===== src/include/ssfi_pkg.sv =====
// Constants, command codes and carrier types for the servo status and fault indicator.
// Assumes a single 10 MHz system clock and an active-high asynchronous reset.
package ssfi_pkg;

    ////////////////////////////////////////////////////////////////////////////////
    // Clock and timing.
    localparam int unsigned CLK_HZ          = 10_000_000;
    localparam int unsigned FLASH_HALF_MS   = 250;
    localparam int unsigned FLASH_HALF_CYC  = CLK_HZ / 1000 * FLASH_HALF_MS;

    ////////////////////////////////////////////////////////////////////////////////
    // Widths and reset values.
    localparam int unsigned NUM_FAULTS      = 5;
    localparam int unsigned INERTIA_W       = 24;
    localparam int unsigned BW_W            = 12;
    localparam logic [11:0] BW_MAX_HZ       = 12'h258;
    localparam logic [11:0] BW_MAX_NO_OBS   = 12'h0c8;
    localparam logic [11:0] BW_RESET        = 12'h064;
    localparam logic [2:0]  TEST_SEL_RESET  = 3'h1;
    localparam int unsigned INERTIA_MUL     = 2;
    localparam int unsigned STEP_DIV        = 20;

    ////////////////////////////////////////////////////////////////////////////////
    // Serial command codes, already decoded by the terminal front end.
    typedef enum logic [3:0] {
        CMD_NONE        = 4'h0,
        CMD_FAULT_QUERY = 4'h1,
        CMD_JOG_ENTER   = 4'h2,
        CMD_KEY_UP      = 4'h3,
        CMD_KEY_DOWN    = 4'h4,
        CMD_KEY_SET     = 4'h5,
        CMD_KEY_ZERO    = 4'h6,
        CMD_KEY_LIST    = 4'h7,
        CMD_KEY_QUIT    = 4'h8,
        CMD_INERTIA_SET = 4'h9,
        CMD_OBS_ON      = 4'ha,
        CMD_OUT_SEL     = 4'hb,
        CMD_BW_SET      = 4'hc,
        CMD_CONFIGURE   = 4'hd
    } ssfi_cmd_t;

    // Test output codes.
    localparam logic [2:0] TEST_OUT_ACTUAL_SPEED   = 3'h1;
    localparam logic [2:0] TEST_OUT_OBSERVER_SPEED = 3'h4;
    localparam logic [2:0] TEST_OUT_OBSERVER_ERROR = 3'h5;

    // Fault record status codes.
    localparam logic [1:0] FAULT_NONE     = 2'h0;
    localparam logic [1:0] FAULT_OCCURRED = 2'h1;
    localparam logic [1:0] FAULT_PRESENT  = 2'h2;

    ////////////////////////////////////////////////////////////////////////////////
    // Carriers.
    typedef struct packed {
        logic                 valid;
        ssfi_cmd_t            code;
        logic [INERTIA_W-1:0] arg;
    } ssfi_cmd_pkt_t;

    typedef struct packed {
        logic faultLamp;
        logic thermalLimitLamp;
        logic enableLamp;
        logic readyRelayClosed;
        logic thermalRelayClosed;
    } ssfi_lamps_t;

    typedef struct packed {
        logic                    valid;
        logic [2*NUM_FAULTS-1:0] status;
    } ssfi_fault_rpt_t;

    typedef struct packed {
        logic                 valid;
        logic [INERTIA_W-1:0] inertia;
    } ssfi_list_rpt_t;

endpackage : ssfi_pkg


===== src/hw/ssfi_top.sv =====
// Status lamps, relays, fault memory and observer command handling of a servo controller.
// Assumes commands arrive already decoded as one-cycle packets synchronous to clk.
`timescale 1ns/100ps
`default_nettype none

// Summary of operation
// - Flash the red fault lamp while the controller boots.
// - Switch the red lamp off after boot with a valid configuration.
// - Keep flashing after boot until configured over serial if never configured.
// - Fault while enabled: green lamp off, red lamp steady on.
// - New enable clears the records of faults not present at that moment, and switches red lamp off if none is present.
// - Thermal torque limit lights yellow lamp and opens thermal relay.
// - Light green lamp as soon as the drive is enabled.
// - Green lamp off when disabled or when a fault lights red lamp.
// - Close ready relay when operating without fault.
// - Open ready relay on fault or switch-off; open when unpowered.
// - Fault-query command reports the fault memory.
// - Cleared faults report occurred-but-gone, kept until next enable.
// - Active faults report a distinct still-present status.
// - Jog mode accepts up, down, set, zero, list and quit keys.
// - Each up or down key changes inertia by five percent.
// - After initialization inertia estimate is twice motor inertia.
// - Observer activation switches estimated speed into speed feedback.
// - Output-select code five routes observer position error to test output.
// - Bandwidth command accepts up to about 600 Hz with observer active.
module ssfi_top
    import ssfi_pkg::*;
#(
    parameter int unsigned FLASH_CYCLES = FLASH_HALF_CYC,
    parameter int unsigned FAULTS       = NUM_FAULTS
) (
    // Clock and reset.
    input  wire logic                 clk,
    input  wire logic                 rst,
    // Controller state.
    input  wire logic                 bootDone,
    input  wire logic                 configValid,
    input  wire logic                 driveEnable,
    input  wire logic                 powerOn,
    input  wire logic                 thermalLimit,
    input  wire logic [FAULTS-1:0]    faultActive,
    input  wire logic [INERTIA_W-1:0] motorInertia,
    // Decoded serial command.
    input  wire ssfi_cmd_pkt_t        cmd,
    // Indicators and relays.
    output var  ssfi_lamps_t          lamps,
    // Serial replies.
    output var  ssfi_fault_rpt_t      faultReport,
    output var  ssfi_list_rpt_t       listReport,
    // Observer and test output control.
    output logic [INERTIA_W-1:0]      inertiaEst,
    output logic                      observerFeedback,
    output logic [2:0]                testOutSel,
    output logic [BW_W-1:0]           bandwidth,
    output logic                      jogActive
);

    // Refuse fault counts that the readout cannot hold and prescalers too short to show a flash.
    if (FAULTS < 1 || FAULTS > NUM_FAULTS || FLASH_CYCLES < 2) begin : g_badParams
        $error("ssfi_top: unsupported parameter values");
    end

    ////////////////////////////////////////////////////////////////////////////////
    // Command decode.

    // A packet counts only in the cycle in which it is marked valid.
    function automatic logic cmd_is(
        input ssfi_cmd_pkt_t pkt,
        input ssfi_cmd_t     kind
    );
        return pkt.valid && pkt.code == kind;
    endfunction : cmd_is

    logic doConfigure;
    logic doFaultQuery;
    logic doJogEnter;
    logic doKeyQuit;
    logic doKeyList;
    logic doInertiaSet;
    logic doObsOn;
    logic doOutSel;
    logic doBwSet;
    logic jogKey;

    assign doConfigure  = cmd_is(cmd, CMD_CONFIGURE);
    assign doFaultQuery = cmd_is(cmd, CMD_FAULT_QUERY);
    assign doJogEnter   = cmd_is(cmd, CMD_JOG_ENTER);
    assign doKeyQuit    = cmd_is(cmd, CMD_KEY_QUIT);
    assign doKeyList    = cmd_is(cmd, CMD_KEY_LIST) && jogActive;
    assign doInertiaSet = cmd_is(cmd, CMD_INERTIA_SET);
    assign doObsOn      = cmd_is(cmd, CMD_OBS_ON);
    assign doOutSel     = cmd_is(cmd, CMD_OUT_SEL);
    assign doBwSet      = cmd_is(cmd, CMD_BW_SET);
    // Single keys are honoured only inside jog-key mode.
    assign jogKey       = cmd.valid && jogActive;

    ////////////////////////////////////////////////////////////////////////////////
    // Flash prescaler.

    localparam int unsigned FW = $clog2(FLASH_CYCLES);

    logic [FW-1:0] flashCnt_q;
    logic          flashPhase_q;

    // The phase toggles every FLASH_CYCLES cycles, giving equal on and off times.
    always_ff @(posedge clk or posedge rst) begin
        if (rst) begin
            flashCnt_q   <= '0;
            flashPhase_q <= 1'b0;
        end else if (flashCnt_q == FW'(FLASH_CYCLES - 1)) begin
            flashCnt_q   <= '0;
            flashPhase_q <= ~flashPhase_q;
        end else begin
            flashCnt_q <= flashCnt_q + 1'b1;
        end
    end

    ////////////////////////////////////////////////////////////////////////////////
    // Configuration memory and fault records.

    logic              configured_q;
    logic              enable_q;
    logic [FAULTS-1:0] faultSeen_q;
    logic              faultLatched_q;
    logic              enableRise;
    logic              anyFault;

    assign enableRise = driveEnable & ~enable_q;
    assign anyFault   = |faultActive;

    // A configuration found at boot or sent over the serial link ends the boot flash.
    always_ff @(posedge clk or posedge rst) begin
        if (rst) begin
            configured_q <= 1'b0;
        end else if (bootDone && configValid) begin
            configured_q <= 1'b1;
        end else if (doConfigure) begin
            configured_q <= 1'b1;
        end
    end

    // The registered enable finds the rising edge that starts a new enable.
    always_ff @(posedge clk or posedge rst) begin
        if (rst) begin
            enable_q <= 1'b0;
        end else begin
            enable_q <= driveEnable;
        end
    end

    // A fault arriving in the enable cycle is recorded: the set wins over the clear.
    always_ff @(posedge clk or posedge rst) begin
        if (rst) begin
            faultSeen_q <= '0;
        end else if (enableRise) begin
            faultSeen_q <= faultActive;
        end else begin
            faultSeen_q <= faultSeen_q | faultActive;
        end
    end

    // The latch holds the red lamp steady after the cause goes away, until the next enable.
    always_ff @(posedge clk or posedge rst) begin
        if (rst) begin
            faultLatched_q <= 1'b0;
        end else if (enableRise) begin
            faultLatched_q <= anyFault;
        end else if (anyFault && (driveEnable || enable_q)) begin
            faultLatched_q <= 1'b1;
        end
    end

    ////////////////////////////////////////////////////////////////////////////////
    // Lamps and relays.

    logic booting;
    logic faultShown;

    // A cause still present shows the fault before the latch has caught it.
    assign booting    = !bootDone || !configured_q;
    assign faultShown = faultLatched_q || anyFault;

    // A fault outranks the boot flash, so a fault during boot is shown steadily.
    always_ff @(posedge clk or posedge rst) begin
        if (rst) begin
            lamps <= '0;
        end else begin
            if (faultShown) begin
                lamps.faultLamp <= 1'b1;
            end else if (booting) begin
                lamps.faultLamp <= flashPhase_q;
            end else begin
                lamps.faultLamp <= 1'b0;
            end
            lamps.thermalLimitLamp   <= thermalLimit;
            lamps.thermalRelayClosed <= powerOn && !thermalLimit;
            lamps.enableLamp         <= driveEnable && !faultShown;
            lamps.readyRelayClosed   <= powerOn && !booting && !anyFault;
        end
    end

    ////////////////////////////////////////////////////////////////////////////////
    // Fault memory readout.

    // Present outranks occurred, so a cause that returns is reported as present again.
    function automatic logic [2*NUM_FAULTS-1:0] fault_status(
        input logic [FAULTS-1:0] seen,
        input logic [FAULTS-1:0] active
    );
        logic [2*NUM_FAULTS-1:0] r;
        r = '0;
        for (int i = 0; i < FAULTS; i++) begin
            if (active[i]) begin
                r[2*i +: 2] = FAULT_PRESENT;
            end else if (seen[i]) begin
                r[2*i +: 2] = FAULT_OCCURRED;
            end else begin
                r[2*i +: 2] = FAULT_NONE;
            end
        end
        return r;
    endfunction : fault_status

    // The report shows the records and the live causes as they stand when the query is taken.
    always_ff @(posedge clk or posedge rst) begin
        if (rst) begin
            faultReport <= '0;
        end else begin
            faultReport.valid  <= doFaultQuery;
            faultReport.status <= fault_status(faultSeen_q, faultActive);
        end
    end

    ////////////////////////////////////////////////////////////////////////////////
    // Inertia estimate and jog-key mode.

    logic                 initDone_q;
    logic [INERTIA_W-1:0] step;

    // The five percent step truncates and follows the current estimate, so an up key followed by a down key drifts slightly down.
    assign step = inertiaEst / INERTIA_W'(STEP_DIV);

    // Quit leaves jog-key mode; the key is harmless outside it.
    always_ff @(posedge clk or posedge rst) begin
        if (rst) begin
            jogActive <= 1'b0;
        end else if (doJogEnter) begin
            jogActive <= 1'b1;
        end else if (doKeyQuit) begin
            jogActive <= 1'b0;
        end
    end

    // The estimate is seeded once, when boot first completes; commands overwrite it later.
    always_ff @(posedge clk or posedge rst) begin
        if (rst) begin
            initDone_q <= 1'b0;
            inertiaEst <= '0;
        end else if (!initDone_q && bootDone) begin
            initDone_q <= 1'b1;
            inertiaEst <= INERTIA_W'(motorInertia * INERTIA_MUL);
        end else if (doInertiaSet) begin
            inertiaEst <= cmd.arg;
        end else if (jogKey) begin
            case (cmd.code)
                CMD_KEY_UP: begin
                    inertiaEst <= inertiaEst + step;
                end
                CMD_KEY_DOWN: begin
                    inertiaEst <= inertiaEst - step;
                end
                CMD_KEY_SET: begin
                    inertiaEst <= cmd.arg;
                end
                CMD_KEY_ZERO: begin
                    inertiaEst <= '0;
                end
                default: begin
                    inertiaEst <= inertiaEst;
                end
            endcase
        end
    end

    // The list reply carries the estimate as it stands when the key is taken.
    always_ff @(posedge clk or posedge rst) begin
        if (rst) begin
            listReport <= '0;
        end else begin
            listReport.valid   <= doKeyList;
            listReport.inertia <= inertiaEst;
        end
    end

    ////////////////////////////////////////////////////////////////////////////////
    // Observer activation, test output and bandwidth.

    // Once switched into the feedback path the observer stays there until reset.
    always_ff @(posedge clk or posedge rst) begin
        if (rst) begin
            observerFeedback <= 1'b0;
        end else if (doObsOn) begin
            observerFeedback <= 1'b1;
        end
    end

    // Codes outside the table leave the selection as it was.
    always_ff @(posedge clk or posedge rst) begin
        if (rst) begin
            testOutSel <= TEST_SEL_RESET;
        end else if (doOutSel) begin
            case (cmd.arg[2:0])
                TEST_OUT_ACTUAL_SPEED, 3'h2, 3'h3, TEST_OUT_OBSERVER_SPEED,
                TEST_OUT_OBSERVER_ERROR: begin
                    testOutSel <= cmd.arg[2:0];
                end
                default: begin
                    testOutSel <= testOutSel;
                end
            endcase
        end
    end

    // A setting above the limit, upper argument bits included, is dropped without indication.
    logic [INERTIA_W-1:0] bwLimit;

    assign bwLimit = INERTIA_W'(observerFeedback ? BW_MAX_HZ : BW_MAX_NO_OBS);

    always_ff @(posedge clk or posedge rst) begin
        if (rst) begin
            bandwidth <= BW_RESET;
        end else if (doBwSet) begin
            if (cmd.arg <= bwLimit) begin
                bandwidth <= cmd.arg[BW_W-1:0];
            end
        end
    end

endmodule : ssfi_top

`default_nettype wire


===== config.mk =====
export PLATFORM = sky130hd
export DESIGN_NAME = ssfi_top
export DESIGN_NICKNAME = d
export VERILOG_FILES = /design/src/include/ssfi_pkg.sv /design/src/hw/ssfi_top.sv
export SDC_FILE = /design/constraint.sdc
export NUM_CORES = 1
export LEC_CHECK = 0
export ABC_AREA = 1
export BUFFER_PORTS_ARGS = -buffer_cell sky130_fd_sc_hd__buf_2
export CORE_MARGIN = 2
export CORE_UTILIZATION = 35
export CTS_CLUSTER_DIAMETER = 150
export DETAILED_ROUTE_END_ITERATION = 6
export SLEW_MARGIN = 40
export SYNTH_ARGS = -nofsm -noshare
export SYNTH_HDL_FRONTEND = slang
export SYNTH_SLANG_ARGS = --single-unit

===== constraint.sdc =====
create_clock -name clk -period 11.3 [get_ports clk]
set_input_delay 1.695 -clock clk [delete_from_list [all_inputs] [get_ports clk]]
set_output_delay 1.695 -clock clk [all_outputs]
set_load 0.005 [all_outputs]

Word level (Yosys, flattened, before mapping)
Index checks and enable logic that the tools add are counted.
Widths: inputs -> output; s select.
{"block": "word_totals", "elab_cells": 112, "out_inout_bits": 82, "reg_bits": 114, "in_bits": 65}
{"block": "op_classes", "muxes": 25, "n_reduce_logical": 38, "bitwise": 4, "addsub": 3, "magnitude_cmp": 1, "n_div": 1, "eq_ne": 19}
{"operator": "$pmux 24 s4", "n": 1}
{"operator": "$mux 24", "n": 3}
{"operator": "$add 24x24->24", "n": 1}
{"operator": "$div 24x5->24 const B", "n": 1}
{"operator": "$eq 4x4->1 const B", "n": 6}
{"operator": "$le 24x10->1", "n": 1}
{"operator": "$sub 24x24->24", "n": 1}
{"operator": "$add 22x1->22 const B", "n": 1}
{"operator": "$eq 22x22->1 const B", "n": 1}
{"operator": "$mux 22", "n": 1}
{"operator": "$logic_and 1x1->1", "n": 18}
{"operator": "$eq 4x3->1 const B", "n": 4}
{"operator": "$mux 1", "n": 13}
{"operator": "$mux 10", "n": 1}
{"operator": "$mux 2", "n": 5}
{"operator": "$reduce_or 5->1", "n": 2}
{"operator": "$eq 4x2->1 const B", "n": 2}
{"operator": "$logic_not 1->1", "n": 7}
{"operator": "$eq 3x2->1 const B", "n": 2}
{"operator": "$eq 3x3->1 const B", "n": 2}
{"operator": "$reduce_and 2->1", "n": 3}
{"operator": "$reduce_bool 2->1", "n": 3}
{"operator": "$reduce_bool 6->1", "n": 1}
{"operator": "$mux 5", "n": 1}
{"operator": "7 further kinds", "n": 10}

Logic depth before layout (Yosys ltp)
Gate-level depths: netlist of run 1.
{"block": "logic_depth", "word_depth": 6, "depth_mapped": 125, "depth_no_buf": 124}

Worst setup path after synthesis of run 1
No wires, ideal clock.
{"block": "synth_timing", "kind": "reg-to-reg", "startpoint": "register inertiaEst[23]", "endpoint": "register inertiaEst[22]", "stages_incl_launch_ff": 115, "path_slack_ns": 1.379, "synth_period_minus_slack_ns": 9.921, "arrival_time_ns": 9.790, "t_required_ns": 11.169, "setup_ns": 0.131, "path_buffers": 1, "cell_sequence": "dfrtp_1 buf_6 nand3_1 nand3_1 nand2_2 nand2_2 nand2_2 nand3_2 nand2_2 nand2_2 nand2_1 nand3_2 nand2_4 nand2_4 nand2_2 nand2_2 inv_2 nand2_4 (+79 left out) nand2_1 nand3_1 nand2_1 and2_1 nor2_1 inv_1 a21oi_1 o21ai_0 nand2_1 inv_1 nor2_1 inv_1 a21oi_1 or2_2 nand3_1 nand2_1 o211ai_1 o21ai_0"}
{"block": "synth_via", "elab_chain_cells": 6, "elab_cells_between_ends": 7, "cone_classes": "add/sub: 2; div: 1; mux: 4"}
{"item": "start: declaration", "line_no": "ssfi_top.sv:51", "rtl": "output logic [INERTIA_W-1:0] inertiaEst,"}
{"item": "start signal: assignment", "line_no": "ssfi_top.sv:261", "rtl": "inertiaEst <= INERTIA_W'(motorInertia * INERTIA_MUL);"}
{"item": "start signal: assignment", "line_no": "ssfi_top.sv:263", "rtl": "inertiaEst <= cmd.arg;"}
{"item": "start signal: assignment", "line_no": "ssfi_top.sv:267", "rtl": "inertiaEst <= inertiaEst + step;"}
{"item": "$div 24x5->24 (*)", "line_no": "ssfi_top.sv:241", "rtl": "assign step = inertiaEst / INERTIA_W'(STEP_DIV);"}
{"item": "$sub 24x24->24 or $add 24x24->24 (tied branches)", "line_no": "ssfi_top.sv:270, ssfi_top.sv:267"}
{"item": "$pmux 24 s4 (*)", "line_no": "ssfi_top.sv:265", "rtl": "case (cmd.code)"}
{"item": "$mux 24 (*)", "line_no": "ssfi_top.sv:264", "rtl": "end else if (jogKey) begin"}
{"item": "$mux 24 (*)", "line_no": "ssfi_top.sv:262", "rtl": "end else if (doInertiaSet) begin"}
{"item": "$mux 24 (*)", "line_no": "ssfi_top.sv:259", "rtl": "end else if (!initDone_q && bootDone) begin"}
Mark *: on every way between the ends. The rest lies on a longest branch, timed or not. The select of a mux whose other input is x is not followed.
A chain may end at the register's enable or synchronous reset.

Worst setup path after layout of run 1
Same ends and word-level chain as after synthesis.

==> implementation parameters, run 1 <==
Parameter                              Value

CTS
  H-Tree Level Count    4
  Clock tree from TritonCTS    yes
  Clock Sink Count    between 100 and 150
  Max Buffers Root-to-Sink    2
  Later-pin clock latency in the skew report    around 420 ps
  Clock-pin slew on the worst setup and hold paths    roughly 60 ps
  Buffer cell driving the clock tree root    sky130_fd_sc_hd__clkbuf_16
  Hold-fix buffers, CTS    0
  TritonCTS buffer count    17

Synthesis
  Most frequently used cell type in the post-synthesis netlist    sky130_fd_sc_hd__nand2_1
  Synth Register Bits    ~110
  Cell Area, Synth    ~0.008 mm2
  Synthesized netlist net count    about 1100
  Part of the Yosys area used for sequential elements    0.3660
  Average cell area after synthesis    between 7 and 8 um2
  Top cells by instance count after synthesis    200 x sky130_fd_sc_hd__nand2_1, 126 x sky130_fd_sc_hd__inv_1, 110 x sky130_fd_sc_hd__dfrtp_1, 99 x sky130_fd_sc_hd__nand3_1, 70 x sky130_fd_sc_hd__a21oi_1
  FFs w/ async S/R, synth    1.000
  Count of flip-flops with a built-in enable after synthesis    0
  Prevailing post-synth register cell    sky130_fd_sc_hd__dfrtp_1
  Count of different cell masters after synthesis    53
  Fraction of post-synthesis cell area in the top cell type by area    0.3526
  Synth area leaders    sky130_fd_sc_hd__dfrtp_1 35%, sky130_fd_sc_hd__nand2_1 9.6%, sky130_fd_sc_hd__nand3_1 6.3%
  Synth warnings    0
  Library cell with the largest summed area after synthesis    sky130_fd_sc_hd__dfrtp_1
  Gate count of the mapped netlist    roughly 1000

GRT
  Routing usage on met2    0.2787
  GRT Total Usage    0.1793
  Global-route met1 utilization    0.2534
  Largest net degree at the start of global routing    62
  Most Crowded Layer GR    met2
  Antenna violations before repair    1
  Wire length of the first global-routing pass    ~34000 um
  Routing usage on met3    0.03346
  Total gr overflow    0
  Vias in the first global route    between 6000 and 7000

Floorplanning
  Area of the placeable core    around 0.022 mm2
  Full die area    roughly 0.024 mm2
  Top Ports    approximately 150
  Die outline height    153.4 um
  Starting density of the core    0.3567
  Placement Rows    54
  Die width    between 150 and 200 um

STA
  Period utilisation layout    0.9386
  Clock skew after layout    8.793 ps
  Hold Vio Cnt, Final    0
  Count of final max-slew check failures    0
  Minimum hold slack    between 400 and 500 ps
  Final setup fails    0
  Worst slew slack as a fraction of its limit    0.5206
  Final setup TNS    0 ps
  Minimum period implied by the final worst setup slack    about 11000 ps
  Max Clk Rate    0.09429 GHz
  Actual slew at the worst max-slew pin    717.4 ps

Setup path
  Worst Path Required    ~12000 ps
  Critical path class    reg -> reg
  Slowest stage cell, crit path    sky130_fd_sc_hd__dfrtp_2
  WP data arrival    10900 ps
  Nature of the critical path endpoint    flip-flop
  Longest individual stage delay on the worst path    between 400 and 500 ps
  Reg2Reg Depth    approximately 120
  CP most frequent cell    sky130_fd_sc_hd__nand2_4
  Critical path launch point type    flip-flop
  Worst-path fanout max    8

Cells and area
  Footprint of the multi-input gates    between 0.004 and 0.005 mm2
  Fillers    approximately 2200
  FF/Latch Area    roughly 0.0029 mm2
  Synth-to-Final Area Change    32.93%
  Fraction of layout cells with a size suffix above 1    0.3537
  Fin nets    1342
  Final Instance Area    around 0.010 mm2

Detailed routing
  Routed WL    21780 um
  Overall via count from detail_route    7645
  Routed length per instance    around 14 um
  Antenna-violating nets left    0
  Number of vias per cell after detailed routing    4.958
  Total iterations of the first detailed-routing run    5
  Number of DRC violations after detailed-routing iteration 0    slightly below 400
  DRC viols    0

Placed design
  Weighted congestion reported at the end of routability-driven placement    ~0.85
  Count of port buffers added during placement    ~150
  Instance area at placement    about 0.009 mm2
  DPL Wire Length    around 16000 um

Worst hold path
  Cell count of the worst hold path    1
  Tightest Hold Check Type    reg -> reg

Outcome
  Result of the run    completed

Run
  Number of max-cap violations    0
-- metal layers --
layer / part of all wire / vias to the layer above / wire (um)
met5: 0 / - / 0
met4: 0.015 / 0 / 330
met3: 0.051 / 22 / 1111
met2: 0.46 / 182 / 10020
met1: 0.47 / 3550 / 10320
li1: - / 3891 / -
-- registers in the layout (all words and copies together), names as in the netlist --
name              flops
listReport           25
inertiaEst           24
flashCnt_q           22
bandwidth            12
faultReport          11
faultSeen_q           5
lamps                 5
testOutSel            3
configured_q          1
enable_q              1
faultLatched_q        1
flashPhase_q          1
initDone_q            1
jogActive             1
observerFeedback      1
-- kinds of logic after synthesis --
| family | Yosys count | share of synthesized area |
|---|---|---|
| AOI/OAI and AO/OA | 206 | 0.1566 |
| xor gates and xnor gates | 23 | 0.02580 |
| adders and majority gates | 29 | 0.04744 |
| buffers and inverters | 166 | 0.08173 |
| DFF | 114 | 0.3660 |
| and+or+nand+nor | 503 | 0.3224 |
-- cell usage in the layout, fill, tap and decap left out, drive strengths merged, types with 2 or more instances in the layout --
master,n
o2111ai,2
xnor2,3
buf,202
nand2,270
nand3b,2
nand4,10
clkinv,7
o41ai,3
dfstp,4
o22ai,8
o211ai,23
nor4,8
nor2,66
nor3,23
a31oi,3
nand3,113
o221ai,2
a211oi,3
clkinvlp,4
or2,4
a21oi,72
dfrtp,110
clkbuf,18
a21o,2
and2,3
ha,28
xor2,20
inv,155
o21bai,7
o21a,4
o21ai,74
-- stage by stage --
step | setup slack [ps] | cells | util
after floorplan | 1379 | 1041 | -
after global placement | 230.7 | 1476 | 0.4112
after detailed placement | 45.67 | 1476 | 0.4114
after CTS | 27.97 | 1508 | 0.4363
after global routing | -149.6 | 1542 | 0.4741
final | 694.1 | 1542 | 0.4741
-- critical path: cells and delay by family (launching register included) --
kind,cells,cell delay (ps)
AOI/OAI and AO/OA,7,820
xor gates and xnor gates,1,110
adders and majority gates,1,350
buffers and inverters,16,1210
DFF,1,490
and+or+nand+nor,90,7450
-- path summary, 6_finish.rpt --
check	endpoint	slack, ps	from
min in group asynchronous	bandwidth[1]$_DFFE_PP0P_	1390	rst
worst max register to register	inertiaEst[22]$_DFFE_PP0P_	690	inertiaEst[23]$_DFFE_PP0P_
worst min register to register	lamps[2]$_DFF_PP0_	450	faultLatched_q$_DFFE_PP0P_
max in group asynchronous	inertiaEst[21]$_DFFE_PP0P_	8900	rst
worst max-delay path	inertiaEst[22]$_DFFE_PP0P_	690	inertiaEst[23]$_DFFE_PP0P_
worst min-delay path	lamps[2]$_DFF_PP0_	450	faultLatched_q$_DFFE_PP0P_
-- timing repair --
action / 4_1_cts / 5_1_grt
pin swaps: 0 / 64
setup endpoints to repair: 1 / 9
resized for setup: 1 / 138
buffers inserted: 0 / 34
-- cell type report --
class / count / area share
diodes: 1 / 0.0002411
clock buffers: 18 / 0.04231
clock inverters: 14 / 0.01025
inverters: 152 / 0.05570
multi-input cells: 761 / 0.4702
flip-flops and latches: 114 / 0.2757
well taps: 280 / 0.03376
repair buffers: 202 / 0.1119
Power of run 1 is left out: the tool's default activity adds up to more than one toggle a clock period on the data nets, which glitch-free logic cannot reach.
==> run 2: changes to the inputs <==
==> constraint.sdc (replaced) <==
create_clock -name clk -period 11.3 [get_ports clk]
set_input_delay 1.13 -clock clk [delete_from_list [all_inputs] [get_ports clk]]
set_output_delay 1.13 -clock clk [all_outputs]
set_load 0.005 [all_outputs]
==> implementation parameters, run 2 (same netlist as run 1, synthesis figures left out) <==
Parameter                              Value

Outcome
  Result of the run    completed (unchanged)

Cells and area
  Post-layout instance count excluding filler cells    1551 (was 1542)
  Commonest non-fill, non-tap cell in the layout    sky130_fd_sc_hd__nand2_1 (unchanged)
  Register with the most flip-flops    listReport (unchanged)
  Fillers    2157 (was 2199)
  Fin nets    1351 (was 1342)
  Flip-flop count of the largest register after layout    25 (unchanged)
  Most frequent cells in the layout    165 x sky130_fd_sc_hd__nand2_1, 145 x sky130_fd_sc_hd__buf_2, 117 x sky130_fd_sc_hd__inv_1 (was 167 x sky130_fd_sc_hd__nand2_1, 145 x sky130_fd_sc_hd__buf_2, 117 x sky130_fd_sc_hd__inv_1)
  Fraction of layout cells with a size suffix above 1    0.3614 (was 0.3537)
  Synth-to-Final Area Change    35.02% (was 32.93%)
  Registers with the highest flip-flop counts    listReport (25), inertiaEst (24), flashCnt_q (22) (unchanged)
  Post-route core utilization    0.4815 (was 0.4741)

CTS
  Clock Sink Count    114 (unchanged)
  Later-pin clock latency in the skew report    420 ps (about the same)
  Clock tree from TritonCTS    yes (unchanged)
  Clock-pin slew on the worst setup and hold paths    60 ps (about the same)
  H-Tree Level Count    4 (unchanged)
  TritonCTS buffer count    17 (unchanged)
  Buffer cell driving the clock tree root    sky130_fd_sc_hd__clkbuf_16 (unchanged)
  Max Buffers Root-to-Sink    2 (unchanged)
  Hold-fix buffers, CTS    0 (unchanged)

GRT
  Total gr overflow    0 (unchanged)
  Antenna violations before repair    1 (unchanged)
  GRT Total Usage    0.1802 (was 0.1793)
  Vias in the first global route    7014 (was 6970)
  Wire length of the first global-routing pass    34380 um (was 34250 um)
  Largest net degree at the start of global routing    62 (unchanged)

STA
  Minimum hold slack    449.1 ps (was 448.0 ps)
  Period utilisation layout    0.9529 (was 0.9386)
  Clock skew after layout    12.47 ps (was 8.793 ps)
  Actual slew at the worst max-slew pin    773.4 ps (was 717.4 ps)
  Max Clk Rate    0.09287 GHz (was 0.09429 GHz)
  Worst slew slack as a fraction of its limit    0.4831 (was 0.5206)
  Count of final max-slew check failures    0 (unchanged)
  Final setup TNS    0 ps (unchanged)
  Minimum period implied by the final worst setup slack    10770 ps (was 10610 ps)
  Hold Vio Cnt, Final    0 (unchanged)
  Final setup fails    0 (unchanged)

Detailed routing
  Routed length per instance    14.40 um (was 14.13 um)
  Total iterations of the first detailed-routing run    5 (unchanged)
  Number of DRC violations after detailed-routing iteration 0    382 (was 388)
  Routed WL    22340 um (was 21780 um)
  Overall via count from detail_route    7743 (was 7645)
  DRC viols    0 (unchanged)
  Number of vias per cell after detailed routing    4.992 (was 4.958)
  Antenna-violating nets left    0 (unchanged)

Setup path
  Critical path class    reg -> reg (unchanged)
  CP most frequent cell    sky130_fd_sc_hd__nand2_4 (unchanged)
  Reg-to-reg critical path startpoint    inertiaEst[23]$_DFFE_PP0P_ (unchanged)
  Cell family with the largest share of critical-path delay    simple AND/OR/NAND/NOR gates (unchanged)
  Worst Path Required    11590 ps (about the same)
  Nature of the critical path endpoint    flip-flop (unchanged)
  WP data arrival    11060 ps (was 10900 ps)
  Count of buffering cells on the critical path with inverters included    17 (was 16)
  Start point of the critical path    inertiaEst[23]$_DFFE_PP0P_ (unchanged)
  Flop-to-flop setup slack    530 ps (was 690 ps)
  Depth of the critical timing path with buffers and inverters included    111 (was 115)
  Reg2Reg Depth    111 (was 115)
  Worst-path fanout max    8 (unchanged)
  Critical path capture point    inertiaEst[22]$_DFFE_PP0P_ (unchanged)
  Longest individual stage delay on the worst path    530 ps (was 490 ps)
  Critical path launch point type    flip-flop (unchanged)
  Worst R2R End    inertiaEst[22]$_DFFE_PP0P_ (unchanged)
  Slowest stage cell, crit path    sky130_fd_sc_hd__dfrtp_2 (unchanged)

Floorplanning
  Die width    153.4 um (unchanged)
  Top Ports    147 (unchanged)
  Full die area    0.02352 mm2 (unchanged)
  Starting density of the core    0.3567 (unchanged)
  Placement Rows    54 (unchanged)
  Die outline height    153.4 um (unchanged)
  Area of the placeable core    0.02189 mm2 (unchanged)

Placed design
  Count of port buffers added during placement    145 (unchanged)
  Weighted congestion reported at the end of routability-driven placement    0.8483 (was 0.8497)
  Number of instances in the placed design    1477 (was 1476)
  DPL Wire Length    16120 um (was 16130 um)

Worst hold path
  Tightest Hold Check Type    reg -> reg (unchanged)

Run
  Number of max-cap violations    0 (unchanged)
run 2: cell count changes in the layout (fill, tap and decap cells not counted), moves of 2 or more:
cell                        previous run  this run
sky130_fd_sc_hd__bufinv_16             0         3
sky130_fd_sc_hd__nand2_1             167       165
sky130_fd_sc_hd__buf_4                55        65
sky130_fd_sc_hd__inv_2                31        29
sky130_fd_sc_hd__inv_6                 4         1
sky130_fd_sc_hd__inv_4                 3         5
run 2: routing by layer:
layer | track usage | up-vias | part of all wire
met5 | 0 | - | 0
li1 | - | 3929 | -
met1 | 0.2480 | 3592 | 0.47
met3 | 0.03232 | 26 | 0.048
met2 | 0.2883 | 196 | 0.46
met4 | 0.05767 | 0 | 0.016
run 2: cell type report:
| type | instances | area [um2] | share of cell area |
|---|---|---|---|
| timing repair buffer | 211 | 1225 | 0.1162 |
| clock buffer | 20 | 456.7 | 0.04332 |
| antenna | 1 | 2.502 | 0.0002374 |
| inverter | 152 | 583.1 | 0.05531 |
| multi-input combinational | 761 | 4905 | 0.4653 |
| tap | 280 | 350.3 | 0.03323 |
| sequential | 114 | 2861 | 0.2715 |
| clock inverter | 12 | 157.7 | 0.01496 |
run 2: what timing repair did:
action                     in CTS  in global routing
setup endpoints to repair       0                 12
gates resized for setup         0                146
setup buffers                   0                 42
run 2: stage by stage:
step / instance area, um2 / setup slack (ps)
finish: 10540 / 532.1
global route: 10540 / -297.8
CTS: 9627 / 12.97
detailed placement: 9012 / 72.54
global placement: 9010 / 225.2
floorplan: 7807 / 1379
run 2: worst min-delay path by stage:
stage / from / to / cells after the start
floorplan: inertiaEst[0]$_DFFE_PP0P_ / listReport[0]$_DFF_PP0_ / 0
global placement: inertiaEst[0]$_DFFE_PP0P_ / listReport[0]$_DFF_PP0_ / 0
detailed placement: inertiaEst[0]$_DFFE_PP0P_ / listReport[0]$_DFF_PP0_ / 0
CTS: inertiaEst[0]$_DFFE_PP0P_ / listReport[0]$_DFF_PP0_ / 0
global route: inertiaEst[0]$_DFFE_PP0P_ / listReport[0]$_DFF_PP0_ / 0
finish: inertiaEst[0]$_DFFE_PP0P_ / listReport[0]$_DFF_PP0_ / 0
Power of run 2 is left out for the same reason.
==> run 3: changes to the inputs <==
--- a/config.mk
+++ b/config.mk
@@ -6,11 +6,11 @@
 export NUM_CORES = 1
 export LEC_CHECK = 0
 export ABC_AREA = 1
-export BUFFER_PORTS_ARGS = -buffer_cell sky130_fd_sc_hd__buf_2
 export CORE_MARGIN = 2
 export CORE_UTILIZATION = 35
 export CTS_CLUSTER_DIAMETER = 150
 export DETAILED_ROUTE_END_ITERATION = 6
+export DONT_BUFFER_PORTS = 1
 export SLEW_MARGIN = 40
 export SYNTH_ARGS = -nofsm -noshare
 export SYNTH_HDL_FRONTEND = slang
==> constraint.sdc (replaced) <==
create_clock -name clk -period 12.7 [get_ports clk]
set_input_delay 1.27 -clock clk [delete_from_list [all_inputs] [get_ports clk]]
set_output_delay 1.27 -clock clk [all_outputs]
set_load 0.005 [all_outputs]
==> implementation parameters, run 3 (same netlist as run 1, synthesis figures left out) <==
Parameter                              Value

Worst hold path
  Tightest Hold Check Type    reg -> reg (unchanged)

CTS
  Clock Sink Count    114 (unchanged)
  Buffer cell driving the clock tree root    sky130_fd_sc_hd__clkbuf_16 (unchanged)
  TritonCTS buffer count    17 (unchanged)
  Clock tree from TritonCTS    yes (unchanged)
  Clock-pin slew on the worst setup and hold paths    60 ps (about the same)
  H-Tree Level Count    4 (unchanged)
  Max Buffers Root-to-Sink    2 (unchanged)
  Later-pin clock latency in the skew report    420 ps (about the same)

Placed design
  Weighted congestion reported at the end of routability-driven placement    0.8587 (was 0.8483)
  Number of instances in the placed design    1311 (was 1477)
  Dpl ws    908.0 ps (was 72.54 ps)
  Count of port buffers added during placement    0 (was 145)
  DPL Wire Length    15640 um (was 16120 um)

Cells and area
  Fin nets    1144 (was 1351)
  Most frequent cells in the layout    200 x sky130_fd_sc_hd__nand2_1, 123 x sky130_fd_sc_hd__inv_1, 107 x sky130_fd_sc_hd__dfrtp_1 (was 165 x sky130_fd_sc_hd__nand2_1, 145 x sky130_fd_sc_hd__buf_2, 117 x sky130_fd_sc_hd__inv_1)
  Fillers    2286 (was 2157)
  Register with the most flip-flops    listReport (unchanged)
  Flip-flop count of the largest register after layout    25 (unchanged)
  Commonest non-fill, non-tap cell in the layout    sky130_fd_sc_hd__nand2_1 (unchanged)
  Footprint of the multi-input gates    0.004332 mm2 (was 0.004905 mm2)
  Registers with the highest flip-flop counts    listReport (25), inertiaEst (24), flashCnt_q (22) (unchanged)
  Post-route core utilization    0.3998 (was 0.4815)
  Synth-to-Final Area Change    12.10% (was 35.02%)
  FF/Latch Area    0.002861 mm2 (unchanged)
  Post-layout instance count excluding filler cells    1344 (was 1551)
  Fraction of layout cells with a size suffix above 1    0.1656 (was 0.3614)

STA
  Clock skew after layout    7.142 ps (was 12.47 ps)
  Hold Vio Cnt, Final    0 (unchanged)
  Minimum period implied by the final worst setup slack    11290 ps (was 10770 ps)
  Actual slew at the worst max-slew pin    723.3 ps (was 773.4 ps)
  Final setup TNS    0 ps (unchanged)
  Worst slew slack as a fraction of its limit    0.5166 (was 0.4831)
  Final setup fails    0 (unchanged)
  Period utilisation layout    0.8888 (was 0.9529)
  Max Clk Rate    0.08859 GHz (was 0.09287 GHz)
  Worst Slack Setup Final    1413 ps (was 532.1 ps)
  RSZ-0062 raised after global routing    false
  Count of final max-slew check failures    0 (unchanged)

Floorplanning
  Starting density of the core    0.3567 (unchanged)
  Top Ports    147 (unchanged)
  Die outline height    153.4 um (unchanged)
  Area of the placeable core    0.02189 mm2 (unchanged)
  Die width    153.4 um (unchanged)
  Placement Rows    54 (unchanged)
  Full die area    0.02352 mm2 (unchanged)

Detailed routing
  Routed length per instance    15.23 um (was 14.40 um)
  DRC viols    0 (unchanged)
  Met2 Wirelength    9099 um (was 10340 um)
  Post-Route M1 WL    9603 um (was 10560 um)
  Antenna-violating nets left    0 (unchanged)
  Routed WL    20470 um (was 22340 um)
  Total iterations of the first detailed-routing run    5 (unchanged)
  Uppermost layer routed    met4 (unchanged)
  Total met3 wirelength after detailed routing    1482 um (was 1072 um)
  Number of vias per cell after detailed routing    5.071 (was 4.992)
  Number of DRC violations after detailed-routing iteration 0    417 (was 382)
  Overall via count from detail_route    6816 (was 7743)

GRT
  GRT Total Usage    0.1785 (was 0.1802)
  Largest net degree at the start of global routing    75 (was 62)
  Vias in the first global route    6661 (was 7014)
  Antenna violations before repair    0 (was 1)
  Total gr overflow    0 (unchanged)
  Wire length of the first global-routing pass    33790 um (was 34380 um)

Setup path
  Worst Path Required    12990 ps (was 11590 ps)
  Longest individual stage delay on the worst path    480 ps (was 530 ps)
  Critical path launch point type    flip-flop (unchanged)
  Worst-path fanout max    8 (unchanged)
  Slowest stage cell, crit path    sky130_fd_sc_hd__dfrtp_2 (unchanged)
  WP data arrival    11570 ps (was 11060 ps)
  Nature of the critical path endpoint    flip-flop (unchanged)
  Critical path class    reg -> reg (unchanged)

Run
  Number of max-cap violations    0 (unchanged)

Outcome
  Result of the run    completed (unchanged)
run 3: cell count changes in the layout (fill, tap and decap cells not counted), sizes merged:
cell | previous run | this run
clkbuf | 20 | 18
bufinv | 3 | 2
buf | 211 | 4
clkinv | 6 | 9
run 3: final cells by class:
cell class / instances / share of cell area
Antenna cell: 1 / 0.0002859
Clock buffer: 18 / 0.05018
Clock inverter: 14 / 0.01787
Inverter: 152 / 0.06590
Multi-Input combinational cell: 761 / 0.4949
Sequential cell: 114 / 0.3269
Tap cell: 280 / 0.04003
Timing Repair Buffer: 4 / 0.003860
run 3: per-layer routing:
layer,GRT usage,vias to the layer above
li1,-,3501
met2,0.2813,157
met1,0.2366,3140
met5,0,-
met3,0.05444,18
met4,0.05417,0
run 3: stage by stage:
step,hold WS [ps],cell area [um2]
after global routing,476.5,8750
after detailed placement,446.7,8135
after floorplan,395.8,7807
after CTS,456.0,8731
after global placement,443.9,8127
final,458.2,8752
run 3: critical path, delay by kind of cell (launching register included):
| kind | cells | cell delay, ps |
|---|---|---|
| DFF | 1 | 480 |
| buffers and inverters | 11 | 690 |
| and+or+nand+nor | 83 | 7710 |
| adders and majority gates | 2 | 660 |
| AOI/OAI and AO/OA | 11 | 1610 |
run 3: repair_timing:
action                     4_1_cts  5_1_grt
buffers inserted                 0        0
setup endpoints to repair        0        2
hold buffers                     0        0
resized for setup                0       13
run 3: path summary, 6_finish.rpt:
kind	start	end	slack [ps]	depth (start not counted)
max in group asynchronous	rst	inertiaEst[23]$_DFFE_PP0P_	10870	2
hold / removal	faultLatched_q$_DFFE_PP0P_	lamps[2]$_DFF_PP0_	460	1
setup / recovery	inertiaEst[21]$_DFFE_PP0P_	inertiaEst[22]$_DFFE_PP0P_	1410	107
hold reg to reg	faultLatched_q$_DFFE_PP0P_	lamps[2]$_DFF_PP0_	460	1
min in group asynchronous	rst	testOutSel[1]$_DFFE_PP0P_	770	1
setup reg to reg	inertiaEst[21]$_DFFE_PP0P_	inertiaEst[22]$_DFFE_PP0P_	1410	107
Power of run 3 is left out for the same reason.
